==> config.mk <==
export PLATFORM = sky130hd
export DESIGN_NAME = asm_status_monitor
export DESIGN_NICKNAME = d
export VERILOG_FILES = /design/src/rtl/asm_pkg.sv /design/src/rtl/asm_status_monitor.sv
export SDC_FILE = /design/constraint.sdc
export NUM_CORES = 1
export LEC_CHECK = 0
export BUFFER_PORTS_ARGS = -buffer_cell sky130_fd_sc_hd__buf_4
export CORE_ASPECT_RATIO = 1.2
export CORE_MARGIN = 10
export CORE_UTILIZATION = 45
export DETAILED_ROUTE_END_ITERATION = 8
export PLACE_DENSITY = 0.69
export SKIP_CTS_REPAIR_TIMING = 1
export SYNTH_ARGS = -nofsm -noshare
export SYNTH_HDL_FRONTEND = slang
export SYNTH_SLANG_ARGS = --single-unit
==> constraint.sdc <==
create_clock -name SYS_CLK -period 1.3 [get_ports SYS_CLK]
set_input_delay 0.26 -clock SYS_CLK [delete_from_list [all_inputs] [get_ports SYS_CLK]]
set_output_delay 0.26 -clock SYS_CLK [all_outputs]
set_load 0.1 [all_outputs]
==> src/rtl/asm_pkg.sv <==
// Package: register map, field layouts and carrier types of the amplifier status monitor
package asm_pkg;
  localparam int ADDR_W = 8;
  localparam int DATA_W = 8;
  // Register offsets
  localparam logic [7:0] OFS_CH0_MODE = 8'h60;
  localparam logic [7:0] OFS_CH0_HEALTH = 8'h61;
  localparam logic [7:0] OFS_CH0_MOD = 8'h62;
  localparam logic [7:0] OFS_CH1_MODE = 8'h64;
  localparam logic [7:0] OFS_CH1_HEALTH = 8'h65;
  localparam logic [7:0] OFS_CH1_MOD = 8'h66;
  localparam logic [7:0] OFS_ERR_STICKY = 8'h6d;
  localparam logic [7:0] OFS_OUT_CFG = 8'h75;
  localparam logic [7:0] OFS_ERR_LIVE = 8'h7c;
  localparam logic [7:0] OFS_WIPE_CTRL = 8'h2d;
  localparam logic [7:0] OFS_IRQ_STATUS = 8'h80;
  localparam logic [7:0] OFS_IRQ_MASK = 8'h81;
  // Field position and reset values
  localparam int WIPE_BIT = 2;
  localparam logic [7:0] RESET_VAL = 8'h00;
  localparam logic [7:0] WIPE_CTRL_RESET = 8'h30;
  // Frequency mode in 6:4, power mode in 1:0
  typedef struct packed {
    logic [2:0] switch_rate_state;
    logic [1:0] power_level_state;
  } asm_mode_t;
  // Health flags, bit 5 down to 0
  typedef struct packed {
    logic silenced_flag;
    logic core_supply_good;
    logic stage_supply_good;
    logic second_cap_good;
    logic first_cap_good;
    logic overcurrent_flag;
  } asm_health_t;
  // Per-channel monitor bundle
  typedef struct packed {
    asm_mode_t mode;
    asm_health_t health;
    logic [7:0] modulation_level;
  } asm_chan_t;
  // Error vector bits 7..0
  typedef struct packed {
    logic dc_fault;
    logic pin_short;
    logic temp_error;
    logic temp_warning;
    logic stage_undervolt;
    logic pll_error;
    logic overcurrent;
    logic cap_overvolt;
  } asm_err_t;
  // Register bus request
  typedef struct packed {
    logic [ADDR_W-1:0] addr;
    logic [DATA_W-1:0] wdata;
    logic wr;
    logic rd;
  } asm_bus_t;
endpackage : asm_pkg

==> src/rtl/asm_status_monitor.sv <==
// Status and monitor register bank of a two-channel switching amplifier
//
// Implementation choice: the address-and-strobe port.
`timescale 1ns/100ps

// Functional notes
// - Channel 0 frequency mode reads in bits 6:4 at 0x60
// - Channel 0 power mode reads in bits 1:0 at 0x60
// - 0x61 holds mute, core supply, stage supply, both capacitor flags in 5:1
// - Health bit 0 shows an over-current event on that channel
// - 0x62 gives channel 0 modulation index, 0..1 as 0..255
// - Channel 1 mirrors channel 0 at 0x64, 0x65, 0x66
// - Channel 1 health bits 5..0 in channel 0 order
// - 0x6D accumulates each error source until cleared
// - Error bits read 0 normally and 1 when triggered
// - Error bit order: cap OV, OC, PLL, UV, OT warn, OT err, short, DC
// - 0x7C shows live unlatched error sources
// - 0x75 bits 2:0 report output-stage configuration
// - Monitor and error registers are read-only and reset to 0x00
// - Wipe bit 2 of 0x2D: low-high-low sequence clears accumulated errors
module asm_status_monitor (
  input wire logic SYS_CLK,
  input wire logic RST_N,
  input wire asm_pkg::asm_bus_t BUS,
  output logic [7:0] RDATA,
  input wire asm_pkg::asm_chan_t CH0_IN,
  input wire asm_pkg::asm_chan_t CH1_IN,
  input wire asm_pkg::asm_err_t ERR_IN,
  input wire logic [2:0] OUT_CFG_IN,
  output logic IRQ
);

  // Two-flop synchronisers for all monitored levels
  localparam int MON_W = 2 * $bits(asm_pkg::asm_chan_t) + $bits(asm_pkg::asm_err_t) + 3;
  logic [MON_W-1:0] mon_meta_reg;
  logic [MON_W-1:0] mon_sync_reg;
  always_ff @(posedge SYS_CLK or negedge RST_N)
  begin
    if (!RST_N)
    begin
      mon_meta_reg <= '0;
      mon_sync_reg <= '0;
    end
    else
    begin
      mon_meta_reg <= {CH0_IN, CH1_IN, ERR_IN, OUT_CFG_IN};
      mon_sync_reg <= mon_meta_reg;
    end
  end

  asm_pkg::asm_chan_t ch0;
  asm_pkg::asm_chan_t ch1;
  asm_pkg::asm_err_t err_live;
  logic [2:0] out_cfg;
  assign {ch0, ch1, err_live, out_cfg} = mon_sync_reg;

  // Register images of each monitor
  function automatic logic [7:0] mode_byte(input asm_pkg::asm_chan_t c);
    mode_byte = {1'b0, c.mode.switch_rate_state, 2'b00, c.mode.power_level_state};
  endfunction : mode_byte

  function automatic logic [7:0] health_byte(input asm_pkg::asm_chan_t c);
    health_byte = {2'b00, c.health};
  endfunction : health_byte

  wire [7:0] ch0_mode_monitor = mode_byte(ch0);
  wire [7:0] ch1_mode_monitor = mode_byte(ch1);
  wire [7:0] ch0_health_flags = health_byte(ch0);
  wire [7:0] ch1_health_flags = health_byte(ch1);
  wire [7:0] ch0_modulation_level = ch0.modulation_level;
  wire [7:0] ch1_modulation_level = ch1.modulation_level;
  wire [7:0] error_live_flags = err_live;
  wire [7:0] output_config_monitor = {5'b00000, out_cfg};

  // Write decode
  wire wr_wipe = BUS.wr && (BUS.addr == asm_pkg::OFS_WIPE_CTRL);
  wire wr_irq_status = BUS.wr && (BUS.addr == asm_pkg::OFS_IRQ_STATUS);
  wire wr_irq_mask = BUS.wr && (BUS.addr == asm_pkg::OFS_IRQ_MASK);

  // Wipe control register and low-high-low tracker
  logic [7:0] wipe_ctrl_reg;
  logic [7:0] wipe_ctrl_next;
  logic wipe_armed_reg;
  logic wipe_armed_next;
  wire wipe_now = wipe_ctrl_reg[asm_pkg::WIPE_BIT];
  wire wipe_new = wipe_ctrl_next[asm_pkg::WIPE_BIT];
  assign wipe_ctrl_next = wr_wipe ? BUS.wdata : wipe_ctrl_reg;
  // Rising edge arms, following falling edge fires the clear
  assign wipe_armed_next = (!wipe_now && wipe_new) ? 1'b1 :
                           (wipe_now && !wipe_new) ? 1'b0 : wipe_armed_reg;
  wire fault_handler_wipe = wipe_armed_reg && wipe_now && !wipe_new;

  always_ff @(posedge SYS_CLK or negedge RST_N)
  begin
    if (!RST_N)
    begin
      wipe_ctrl_reg <= asm_pkg::WIPE_CTRL_RESET;
      wipe_armed_reg <= 1'b0;
    end
    else
    begin
      wipe_ctrl_reg <= wipe_ctrl_next;
      wipe_armed_reg <= wipe_armed_next;
    end
  end

  // Accumulated errors: a live source wins over the wipe
  logic [7:0] error_sticky_reg;
  logic [7:0] error_sticky_next;
  assign error_sticky_next = (fault_handler_wipe ? 8'h00 : error_sticky_reg) | err_live;
  always_ff @(posedge SYS_CLK or negedge RST_N)
  begin
    if (!RST_N)
      error_sticky_reg <= asm_pkg::RESET_VAL;
    else
      error_sticky_reg <= error_sticky_next;
  end

  // Interrupt status: rising edges of live errors, write one to clear
  logic [7:0] err_prev_reg;
  logic [7:0] irq_status_reg;
  logic [7:0] irq_status_next;
  logic [7:0] irq_mask_reg;
  wire [7:0] err_rise = err_live & ~err_prev_reg;
  wire [7:0] irq_w1c = wr_irq_status ? BUS.wdata : 8'h00;
  assign irq_status_next = (irq_status_reg & ~irq_w1c) | err_rise;
  always_ff @(posedge SYS_CLK or negedge RST_N)
  begin
    if (!RST_N)
    begin
      err_prev_reg <= '0;
      irq_status_reg <= '0;
      irq_mask_reg <= '0;
    end
    else
    begin
      err_prev_reg <= err_live;
      irq_status_reg <= irq_status_next;
      irq_mask_reg <= wr_irq_mask ? BUS.wdata : irq_mask_reg;
    end
  end
  assign IRQ = |(irq_status_reg & irq_mask_reg);

  // Read mux, unmapped addresses read zero
  logic [7:0] rd_mux;
  always_comb
  begin
    unique case (BUS.addr)
      asm_pkg::OFS_CH0_MODE: rd_mux = ch0_mode_monitor;
      asm_pkg::OFS_CH0_HEALTH: rd_mux = ch0_health_flags;
      asm_pkg::OFS_CH0_MOD: rd_mux = ch0_modulation_level;
      asm_pkg::OFS_CH1_MODE: rd_mux = ch1_mode_monitor;
      asm_pkg::OFS_CH1_HEALTH: rd_mux = ch1_health_flags;
      asm_pkg::OFS_CH1_MOD: rd_mux = ch1_modulation_level;
      asm_pkg::OFS_ERR_STICKY: rd_mux = error_sticky_reg;
      asm_pkg::OFS_OUT_CFG: rd_mux = output_config_monitor;
      asm_pkg::OFS_ERR_LIVE: rd_mux = error_live_flags;
      asm_pkg::OFS_WIPE_CTRL: rd_mux = wipe_ctrl_reg;
      asm_pkg::OFS_IRQ_STATUS: rd_mux = irq_status_reg;
      asm_pkg::OFS_IRQ_MASK: rd_mux = irq_mask_reg;
      default: rd_mux = 8'h00;
    endcase
  end

  // Read data stands one cycle after the strobe
  logic [7:0] rdata_reg;
  always_ff @(posedge SYS_CLK or negedge RST_N)
  begin
    if (!RST_N)
      rdata_reg <= asm_pkg::RESET_VAL;
    else
      rdata_reg <= BUS.rd ? rd_mux : 8'h00;
  end
  assign RDATA = rdata_reg;
endmodule : asm_status_monitor

==> results of run 1 <==
-- layer usage --
metal	vias up	share of wire (%)
met5	-	0
met1	1740	39
met4	0	1.8
li1	1570	-
met2	123	52
met3	18	6.5
-- Yosys cell counts, drive strengths merged (3+ instances only) --
library cell,number,area [sq um]
o22ai,4,25.0
mux2i,13,130
o21ai,3,15.0
a22o,8,70.1
nor2b,4,25.0
nor3b,4,30.0
a21oi,13,65.1
nand2b,3,26.3
dfrtp,145,3630
nor4,5,52.6
nand3b,3,22.5
a22oi,13,97.6
nand2,19,78.8
nor3,4,20.0
buf,8,53.8
a21o,8,60.1
nor2,11,41.3
a31oi,6,37.5
a221oi,3,26.3
inv,12,45.0
a41oi,3,26.3
mux2,24,270
-- worst min-delay path by stage --
stage           start          endpoint  slack (ns)
6_report       BUS[2]  wipe_ctrl_reg[0]        0.10
5_1_grt        BUS[9]  wipe_ctrl_reg[7]        0.09
4_1_cts         RST_N  mon_meta_reg[42]       -0.25
3_5_place_dp    RST_N          RDATA[1]        0.20
3_3_place_gp    RST_N          RDATA[1]        0.20
2_1_floorplan   RST_N          RDATA[0]       -0.04
-- logic make-up after synthesis --
kind of cell             Yosys count
AO/OA/AOI/OAI                     65
AND/OR/NAND/NOR                   63
adder cells (fa/ha/maj)            1
buffers and inverters             22
multiplexers                      37
flip-flops                       147
-- critical path, stage by stage (launching register included) --
cell and delay (ns):
dfrtp_1 0.41, a22oi_2 0.22, nand4_1 0.18, buf_8 0.22
-- metrics by stage --
stage               utilization, %  setup WS [ns]
finish                        68.8         -0.401
detailed placement            55.7         -0.795
global placement              55.7         -0.730
CTS                           61.2         -0.486
global route                  68.8         -0.475
floorplan                        -         -0.894
-- area by class of cell --
| class | instances | share of cell area (%) |
|---|---|---|
| Clock inverter | 12 | 2.05 |
| Inverter | 12 | 0.596 |
| Clock buffer | 19 | 6.00 |
| Timing Repair Buffer | 180 | 21.1 |
| Multi-Input combinational cell | 166 | 19.3 |
| Sequential cell | 147 | 48.7 |
| Tap cell | 132 | 2.19 |
-- power breakdown --
part,switching [uW],internal (uW)
clock network,1820,3110
logic,401,444
registers,79.1,4770
total,2300,8330
==> flow_metrics.tcl, run 1 <==
set metrics [dict create \
    nFillCells 679 \
    power.total_uw 10600 \
    yosysSeqAreaShare_pct 73.3 \
    root_buffer "clkbuf_16" \
    worst_setup_path_end_kind "output pin" \
    synth_seq_cells 147 \
    dp_hpwl_um 7830 \
    htree_levels 4 \
    hold_violations 0 \
    multi_input_area_sq_um 1460 \
    die_h_um 136 \
    clk_latency_ns 0.42 \
    path_max_fanout 3 \
    wl_um 12200 \
    slew_viol_final 0 \
    dp.cells 583 \
    critPathLaunch "irq_status_reg[1]" \
    fin_nets 594 \
    finalNonFillerCells 668 \
    core_area_sq_um 11000 \
    synthCells 335 \
    regArea_sq_um 3680 \
    post-route-period-util_pct 131 \
    finalSetupViolCount 18 \
    clockBufferDepth 2 \
    timing.rr.end "RDATA[1]" \
    cts_tree "yes" \
    rsz0062_at_grt "yes" \
    gp_congestion 0.842 \
    initial_core_util_pct 45.7 \
    postPlaceCellArea_sq_um 6120 \
    io_buffers 77 \
    grtUsageMet3_pct 4.43 \
    critPathCapture "IRQ" \
    antennaDiodeCount 0 \
    max_clock_freq_mhz 588 \
    synth_compound_area_share_pct 9.10 \
    fin_ws_ns -0.401 \
    drive_gt1_share_pct 41.2 \
    postSynth.asyncResetShare_pct 100 \
    synth_fa_ha_area_share_pct 0.249 \
    syn_to_final_growth_pct 50.5 \
    drtIter0Drc 143 \
    use_met2_pct 23.6 \
    grt_pass1_wl_um 18100 \
    post_synth.cell_area_avg_sq_um 15.0 \
    holdPathStages 2 \
    mostFrequentLayoutCell "dfrtp_1" \
    hp-class "in -> reg" \
    vias_per_cell 5.17 \
    clock_sinks 147 \
    wl_per_cell_um 18.3 \
    cts_buffers 17 \
    p_leak_uw 0.00340 \
    synth_top_family_by_area "compound AO/OA/AOI/OAI gates" \
    antenna_found_initial 0 \
    final_cell_mix "dfrtp_1 (145), buf_4 (109), dlygate4sd3_1 (50)" \
    syn_area_sq_um 5020 \
    clk_pin_slew_worst_paths_ns 0.06 \
    io_pins 78 \
    cap_violations 0 \
    status "complete, but fails checks" \
    reg2reg_depth 4 \
    stdcell_area_sq_um 7550 \
    first_global_vias 3521 \
    finClkSkew_ns 0.0150 \
    synthSimpleGateAreaFrac_pct 7.23 \
    yosysUniqueCellTypes 41 \
    ys_warn_count 0 \
    die-area_sq_um 15800 \
    critPathKind "reg -> out" \
    dr.pass1.iters 4 \
    synth_edf_count 0 \
    ir_worst_vdd_v 0.000819 \
    reg2reg_slack_ns -0.07 \
    grt_max_degree 41 \
    arrival_ns 1.44 \
    synthFlopType "dfrtp_1" \
    tns_ns -2.52 \
    drc 0 \
    fp-row-count 42 \
    violations "negative setup slack" \
    die_w_um 116 \
    crit_required_ns 1.04 \
    fin_crit_ns 1.70 \
    grt-ovfl-total 0 \
    final_antenna_net_count 0 \
    top_usage_layer "met2" \
    hold_ws_ns 0.101 \
    cp-start-kind "register" \
    vias 3451 \
    use_met1_pct 19.0 \
    slew_headroom_pct 74.5 \
    tightest_slew_ns 0.382 \
    synth_xor_area_share_pct 0 \
    mappedNetlistNets 405 \
    powerDensity_nw_per_um2 1410 \
    synth.area.mux_share_pct 7.98 \
    reg2reg_from "irq_status_reg[1]" \
    grt_usage_pct 15.1 \
]
Power figures use the tool's default switching activity.
==> run 2, diff against run 1 <==
--- a/config.mk
+++ b/config.mk
@@ -11,4 +11,5 @@
 export CORE_UTILIZATION = 45
 export DETAILED_ROUTE_END_ITERATION = 8
+export MAX_ROUTING_LAYER = met4
 export PLACE_DENSITY = 0.69
 export SKIP_CTS_REPAIR_TIMING = 1
==> constraint.sdc (replaced) <==
create_clock -name SYS_CLK -period 1.3 [get_ports SYS_CLK]
set_input_delay 0.13 -clock SYS_CLK [delete_from_list [all_inputs] [get_ports SYS_CLK]]
set_output_delay 0.13 -clock SYS_CLK [all_outputs]
set_load 0.1 [all_outputs]
==> run 2 against run 1 <==
  * The run still ends with negative setup slack left
  * Worst hold slack better by 0.0076 ns
  * Global-route usage is 0.13 points higher
  * Die area stayed put
  * Routed wire length is 1.6% lower
  * Critical path depth stayed put
  * Sequential cell count stayed put
  * Fmax is 8.4% higher
==> flow_metrics.tcl, run 2 (synthesized netlist as in run 1, its figures left out) <==
set metrics [dict create \
    drc 0 \
    max_stage_delay_ns 0.41 \
    die-area_sq_um 15800 \
    crit_required_ns 1.17 \
    top_layer "met4" \
    p_leak_uw 0.00337 \
    finClkSkew_ns 0.00564 \
    route.met3.wl_um 583 \
    ir_worst_vdd_v 0.00152 \
    crit_chain "a22oi_2 -> nand4_1 -> buf_6" \
    tns_ns -0.937 \
    die_w_um 116 \
    arrival_ns 1.44 \
    clk_latency_ns 0.41 \
    path_max_fanout 3 \
    first_global_vias 3427 \
    stdcell_area_sq_um 7380 \
    mostFrequentLayoutCell "dfrtp_1" \
    postPlaceCellArea_sq_um 6050 \
    dr.pass1.iters 4 \
    fp-row-count 42 \
    dp_hpwl_um 7890 \
    antenna_found_initial 0 \
    cts_buffers 17 \
    die_h_um 136 \
    cp_slowest_cell "dfrtp_1" \
    gp_congestion 0.874 \
    violations "negative setup slack" \
    cts_tree "yes" \
    grt_max_degree 42 \
    io_pins 78 \
    clk_pin_slew_worst_paths_ns 0.05 \
    tightest_slew_ns 0.352 \
    clock_sinks 147 \
    fin_crit_ns 1.57 \
    drive_gt1_share_pct 36.8 \
    final_cell_mix "dfrtp_1 (145), buf_4 (115), dlygate4sd3_1 (57)" \
    grt_pass1_wl_um 17600 \
    final_antenna_net_count 0 \
    critPathKind "reg -> out" \
    slew_headroom_pct 76.5 \
    power.total_uw 10700 \
    root_buffer "clkbuf_16" \
    drtIter0Drc 136 \
    wl_um 12000 \
    syn_to_final_growth_pct 47.0 \
    vias 3381 \
    wl_met1_um 4920 \
    worst_setup_path_end_kind "output pin" \
    vias_per_cell 5.06 \
    wl_per_cell_um 18.0 \
    hp-class "in -> reg" \
    cp-start-kind "register" \
    clockBufferDepth 2 \
    fin_nets 593 \
    slew_viol_final 0 \
    max_clock_freq_mhz 637 \
    grt-ovfl-total 0 \
    hold_violations 0 \
    nFillCells 744 \
    fin_ws_ns -0.270 \
    rsz0062_at_grt "yes" \
    antennaDiodeCount 0 \
    grt_usage_pct 15.3 \
    htree_levels 4 \
    core_area_sq_um 11000 \
    cap_violations 0 \
    io_buffers 77 \
    status "complete, but fails checks" \
    post-route-period-util_pct 121 \
    initial_core_util_pct 45.7 \
    powerDensity_nw_per_um2 1450 \
    finalSetupViolCount 10 \
    wl_met2_um 6210 \
]
-- run 2: changes by cell type in the layout (fill, tap and decap cells not counted), moves of 4 or more --
cell,change
buf_6,-11
clkinvlp_4,-4
dlygate4sd3_1,+7
buf_4,+6
-- run 2: cell type report --
class / count / area [sq um] / share of cell area, %
Sequential cell: 147 / 3680 / 49.9
Tap cell: 132 / 165 / 2.24
Timing Repair Buffer: 179 / 1540 / 20.9
Clock inverter: 13 / 183 / 2.47
Inverter: 12 / 45.0 / 0.610
Multi-Input combinational cell: 166 / 1330 / 18.0
Clock buffer: 19 / 443 / 6.00
-- run 2: where the power goes --
| part | internal, uW | total [uW] | switching, uW | leakage, uW |
|---|---|---|---|---|
| clock network | 3260 | 5050 | 1790 | 0.000307 |
| logic | 430 | 812 | 381 | 0.00134 |
| registers | 4770 | 4860 | 81.2 | 0.00171 |
| total | 8460 | 10700 | 2250 | 0.00337 |
-- run 2: per-stage QoR --
step	worst slack, ns	util [%]	instances	hold WS, ns
3_5_place_dp	-0.656	55.1	574	0.0462
5_1_grt	-0.307	67.2	668	0.0889
6_report	-0.270	67.2	668	0.109
3_3_place_gp	-0.599	55.1	574	0.0416
4_1_cts	-0.386	60.8	606	-0.397
2_1_floorplan	-0.765	-	335	-0.166
-- run 2: final timing paths --
check                                    to         startpoint  cells after the start  slack, ns
min reg2reg                mon_sync_reg[21]   mon_meta_reg[21]                      0       0.34
max reg2reg                  wipe_armed_reg   wipe_ctrl_reg[2]                      3      -0.04
max                                     IRQ  irq_status_reg[1]                      3      -0.27
min                         irq_mask_reg[2]             BUS[4]                      3       0.11
min in group asynchronous  mon_meta_reg[36]              RST_N                      2       0.18
max in group asynchronous  wipe_ctrl_reg[4]              RST_N                      3       0.56
-- run 2: metal layers --
| layer | track usage [%] | vias up |
|---|---|---|
| met5 | - | - |
| met4 | 7.31 | 0 |
| met3 | 4.88 | 20 |
| met2 | 22.5 | 102 |
| met1 | 18.6 | 1694 |
| li1 | - | 1565 |
-- run 2: critical path, delay by kind of cell (launching register included) --
kind            cells  cell delay, ns
compound gates      1            0.24
buf+inv             1            0.22
simple gates        1            0.16
flops               1            0.41
==> run 3, diff against run 2 <==
Settings changed: PLACE_DENSITY 0.69 to 0.67.
==> run 3 against run 2 <==
  * Via count is 0.35% higher
  * Sequential power hardly changed
  * Cell area is 0.24% lower
  * Fmax is 1.5% higher
  * Sequential share of layout area is 0.12 points higher
  * Clock skew is 0.0044 ns higher
  * Clock power is 2% lower
  * The run still ends with negative setup slack left
  * Worst setup slack better by 0.023 ns
==> flow_metrics.tcl, run 3 (synthesized netlist as in run 1, its figures left out) <==
set metrics [dict create \
    clock_sinks 147 \
    timing.rr.end "wipe_armed_reg" \
    cts_tree "yes" \
    critPathKind "reg -> out" \
    grt_max_degree 41 \
    path_max_fanout 3 \
    cap_violations 0 \
    finalSetupViolCount 10 \
    reg2reg_slack_ns -0.03 \
    fin_crit_ns 1.55 \
    max_clock_freq_mhz 646 \
    drc 0 \
    slew_headroom_pct 73.1 \
    clk_latency_ns 0.41 \
    grt_usage_pct 15.6 \
    p_seq_share_pct 45.7 \
    hold_violations 0 \
    post-route-period-util_pct 119 \
    hp-start "BUS[4]" \
    finClkSkew_ns 0.0101 \
    critPathLaunch "irq_status_reg[6]" \
    antenna_found_initial 0 \
    dp.cells 577 \
    slew_viol_final 0 \
    min_to "irq_mask_reg[2]" \
    final_antenna_net_count 0 \
    crit_required_ns 1.17 \
    htree_levels 4 \
    finalNonFillerCells 669 \
    die-area_sq_um 15800 \
    dr.pass1.iters 4 \
    cts_buffers 17 \
    final_cell_mix "dfrtp_1 (145), buf_4 (117), dlygate4sd3_1 (57)" \
    root_buffer "clkbuf_16" \
    fp-row-count 42 \
    ir_worst_vdd_v 0.00110 \
    postPlaceCellArea_sq_um 6050 \
    p_sw_uw 2210 \
    fin_nets 595 \
    power_frac_clock_pct 46.7 \
    wl_um 12100 \
    dp_worst_setup_slack_ns -0.654 \
    powerDensity_nw_per_um2 1440 \
    io_pins 78 \
    first_global_vias 3526 \
    status "complete, but fails checks" \
    mostFrequentLayoutCell "dfrtp_1" \
    p_leak_uw 0.00336 \
    grt_pass1_wl_um 18000 \
    rsz0062_at_grt "yes" \
    core_area_sq_um 11000 \
    wl_per_cell_um 18.0 \
    worst_setup_path_end_kind "output pin" \
    switching_share_pct 20.8 \
    io_buffers 77 \
    arrival_ns 1.42 \
    drive_gt1_share_pct 36.5 \
    hp-class "in -> reg" \
    vias_per_cell 5.07 \
    clockBufferDepth 2 \
    vias 3393 \
    stdcell_area_sq_um 7360 \
    tns_ns -0.864 \
    fin_ws_ns -0.247 \
    gp_congestion 0.816 \
    dp_hpwl_um 8040 \
    clk_pin_slew_worst_paths_ns 0.06 \
    initial_core_util_pct 45.7 \
    drtIter0Drc 189 \
    tightest_slew_ns 0.403 \
    post-route-util_pct 67.0 \
    syn_to_final_growth_pct 46.7 \
    cp-start-kind "register" \
    reg2reg_from "wipe_ctrl_reg[2]" \
    violations "negative setup slack" \
    die_h_um 136 \
    die_w_um 116 \
    antennaDiodeCount 0 \
    reg2reg_depth 3 \
    power_frac_comb_pct 7.6 \
    p_int_uw 8420 \
    grt-ovfl-total 0 \
    holdPathStages 2 \
]
-- run 3: cell types whose count changed in the layout (fill, tap and decap cells not counted), sizes merged --
cell / change
clkbuf: +4
clkinv: -3
buf: +2
bufinv: -1
inv: -1
-- run 3: how the worst max path moves through the flow --
stage                endpoint  cells after the start
3_3_place_gp   wipe_armed_reg                      7
6_report                  IRQ                      3
2_1_floorplan  wipe_armed_reg                      8
5_1_grt                   IRQ                      3
3_5_place_dp   wipe_armed_reg                      7
4_1_cts                   IRQ                      3
-- run 3: critical path, stage by stage (launching register included) --
cell and delay [ns]:
dfrtp_1 0.41, a22oi_2 0.24, nand4_1 0.15, buf_6 0.21
-- run 3: stage by stage --
step                hold WS [ns]  power, uW
floorplan                 -0.166       5160
global placement          0.0614       5550
detailed placement        0.0606       5570
CTS                       -0.369      10500
global route              0.0105      11000
finish                    0.0141      10600
-- run 3: power by group through the flow --
stage | logic, uW | clock network, uW | registers [uW]
detailed placement | 635 | 0 | 4930
finish | 809 | 4960 | 4860
floorplan | 251 | 0 | 4900
global route | 875 | 5240 | 4870
global placement | 622 | 0 | 4920
CTS | 640 | 5020 | 4860
-- run 3: cell type report --
type                       instances  area (sq um)
clock inverter                     8           125
fill                             751          3620
multi-input combinational        166          1310
timing repair buffer             181          1550
clock buffer                      23           488
tap                              132           165
inverter                          12          45.0
sequential                       147          3680
-- run 3: metal layers --
metal | part of all wire, % | routed length, um | up-vias | GRT usage [%]
met2 | 53 | 6360 | 93 | 24.7
met1 | 41 | 4990 | 1715 | 18.2
met4 | 1.6 | 193 | 0 | 6.89
li1 | - | - | 1571 | -
met3 | 4.3 | 524 | 14 | 4.26
met5 | 0 | 0 | - | -
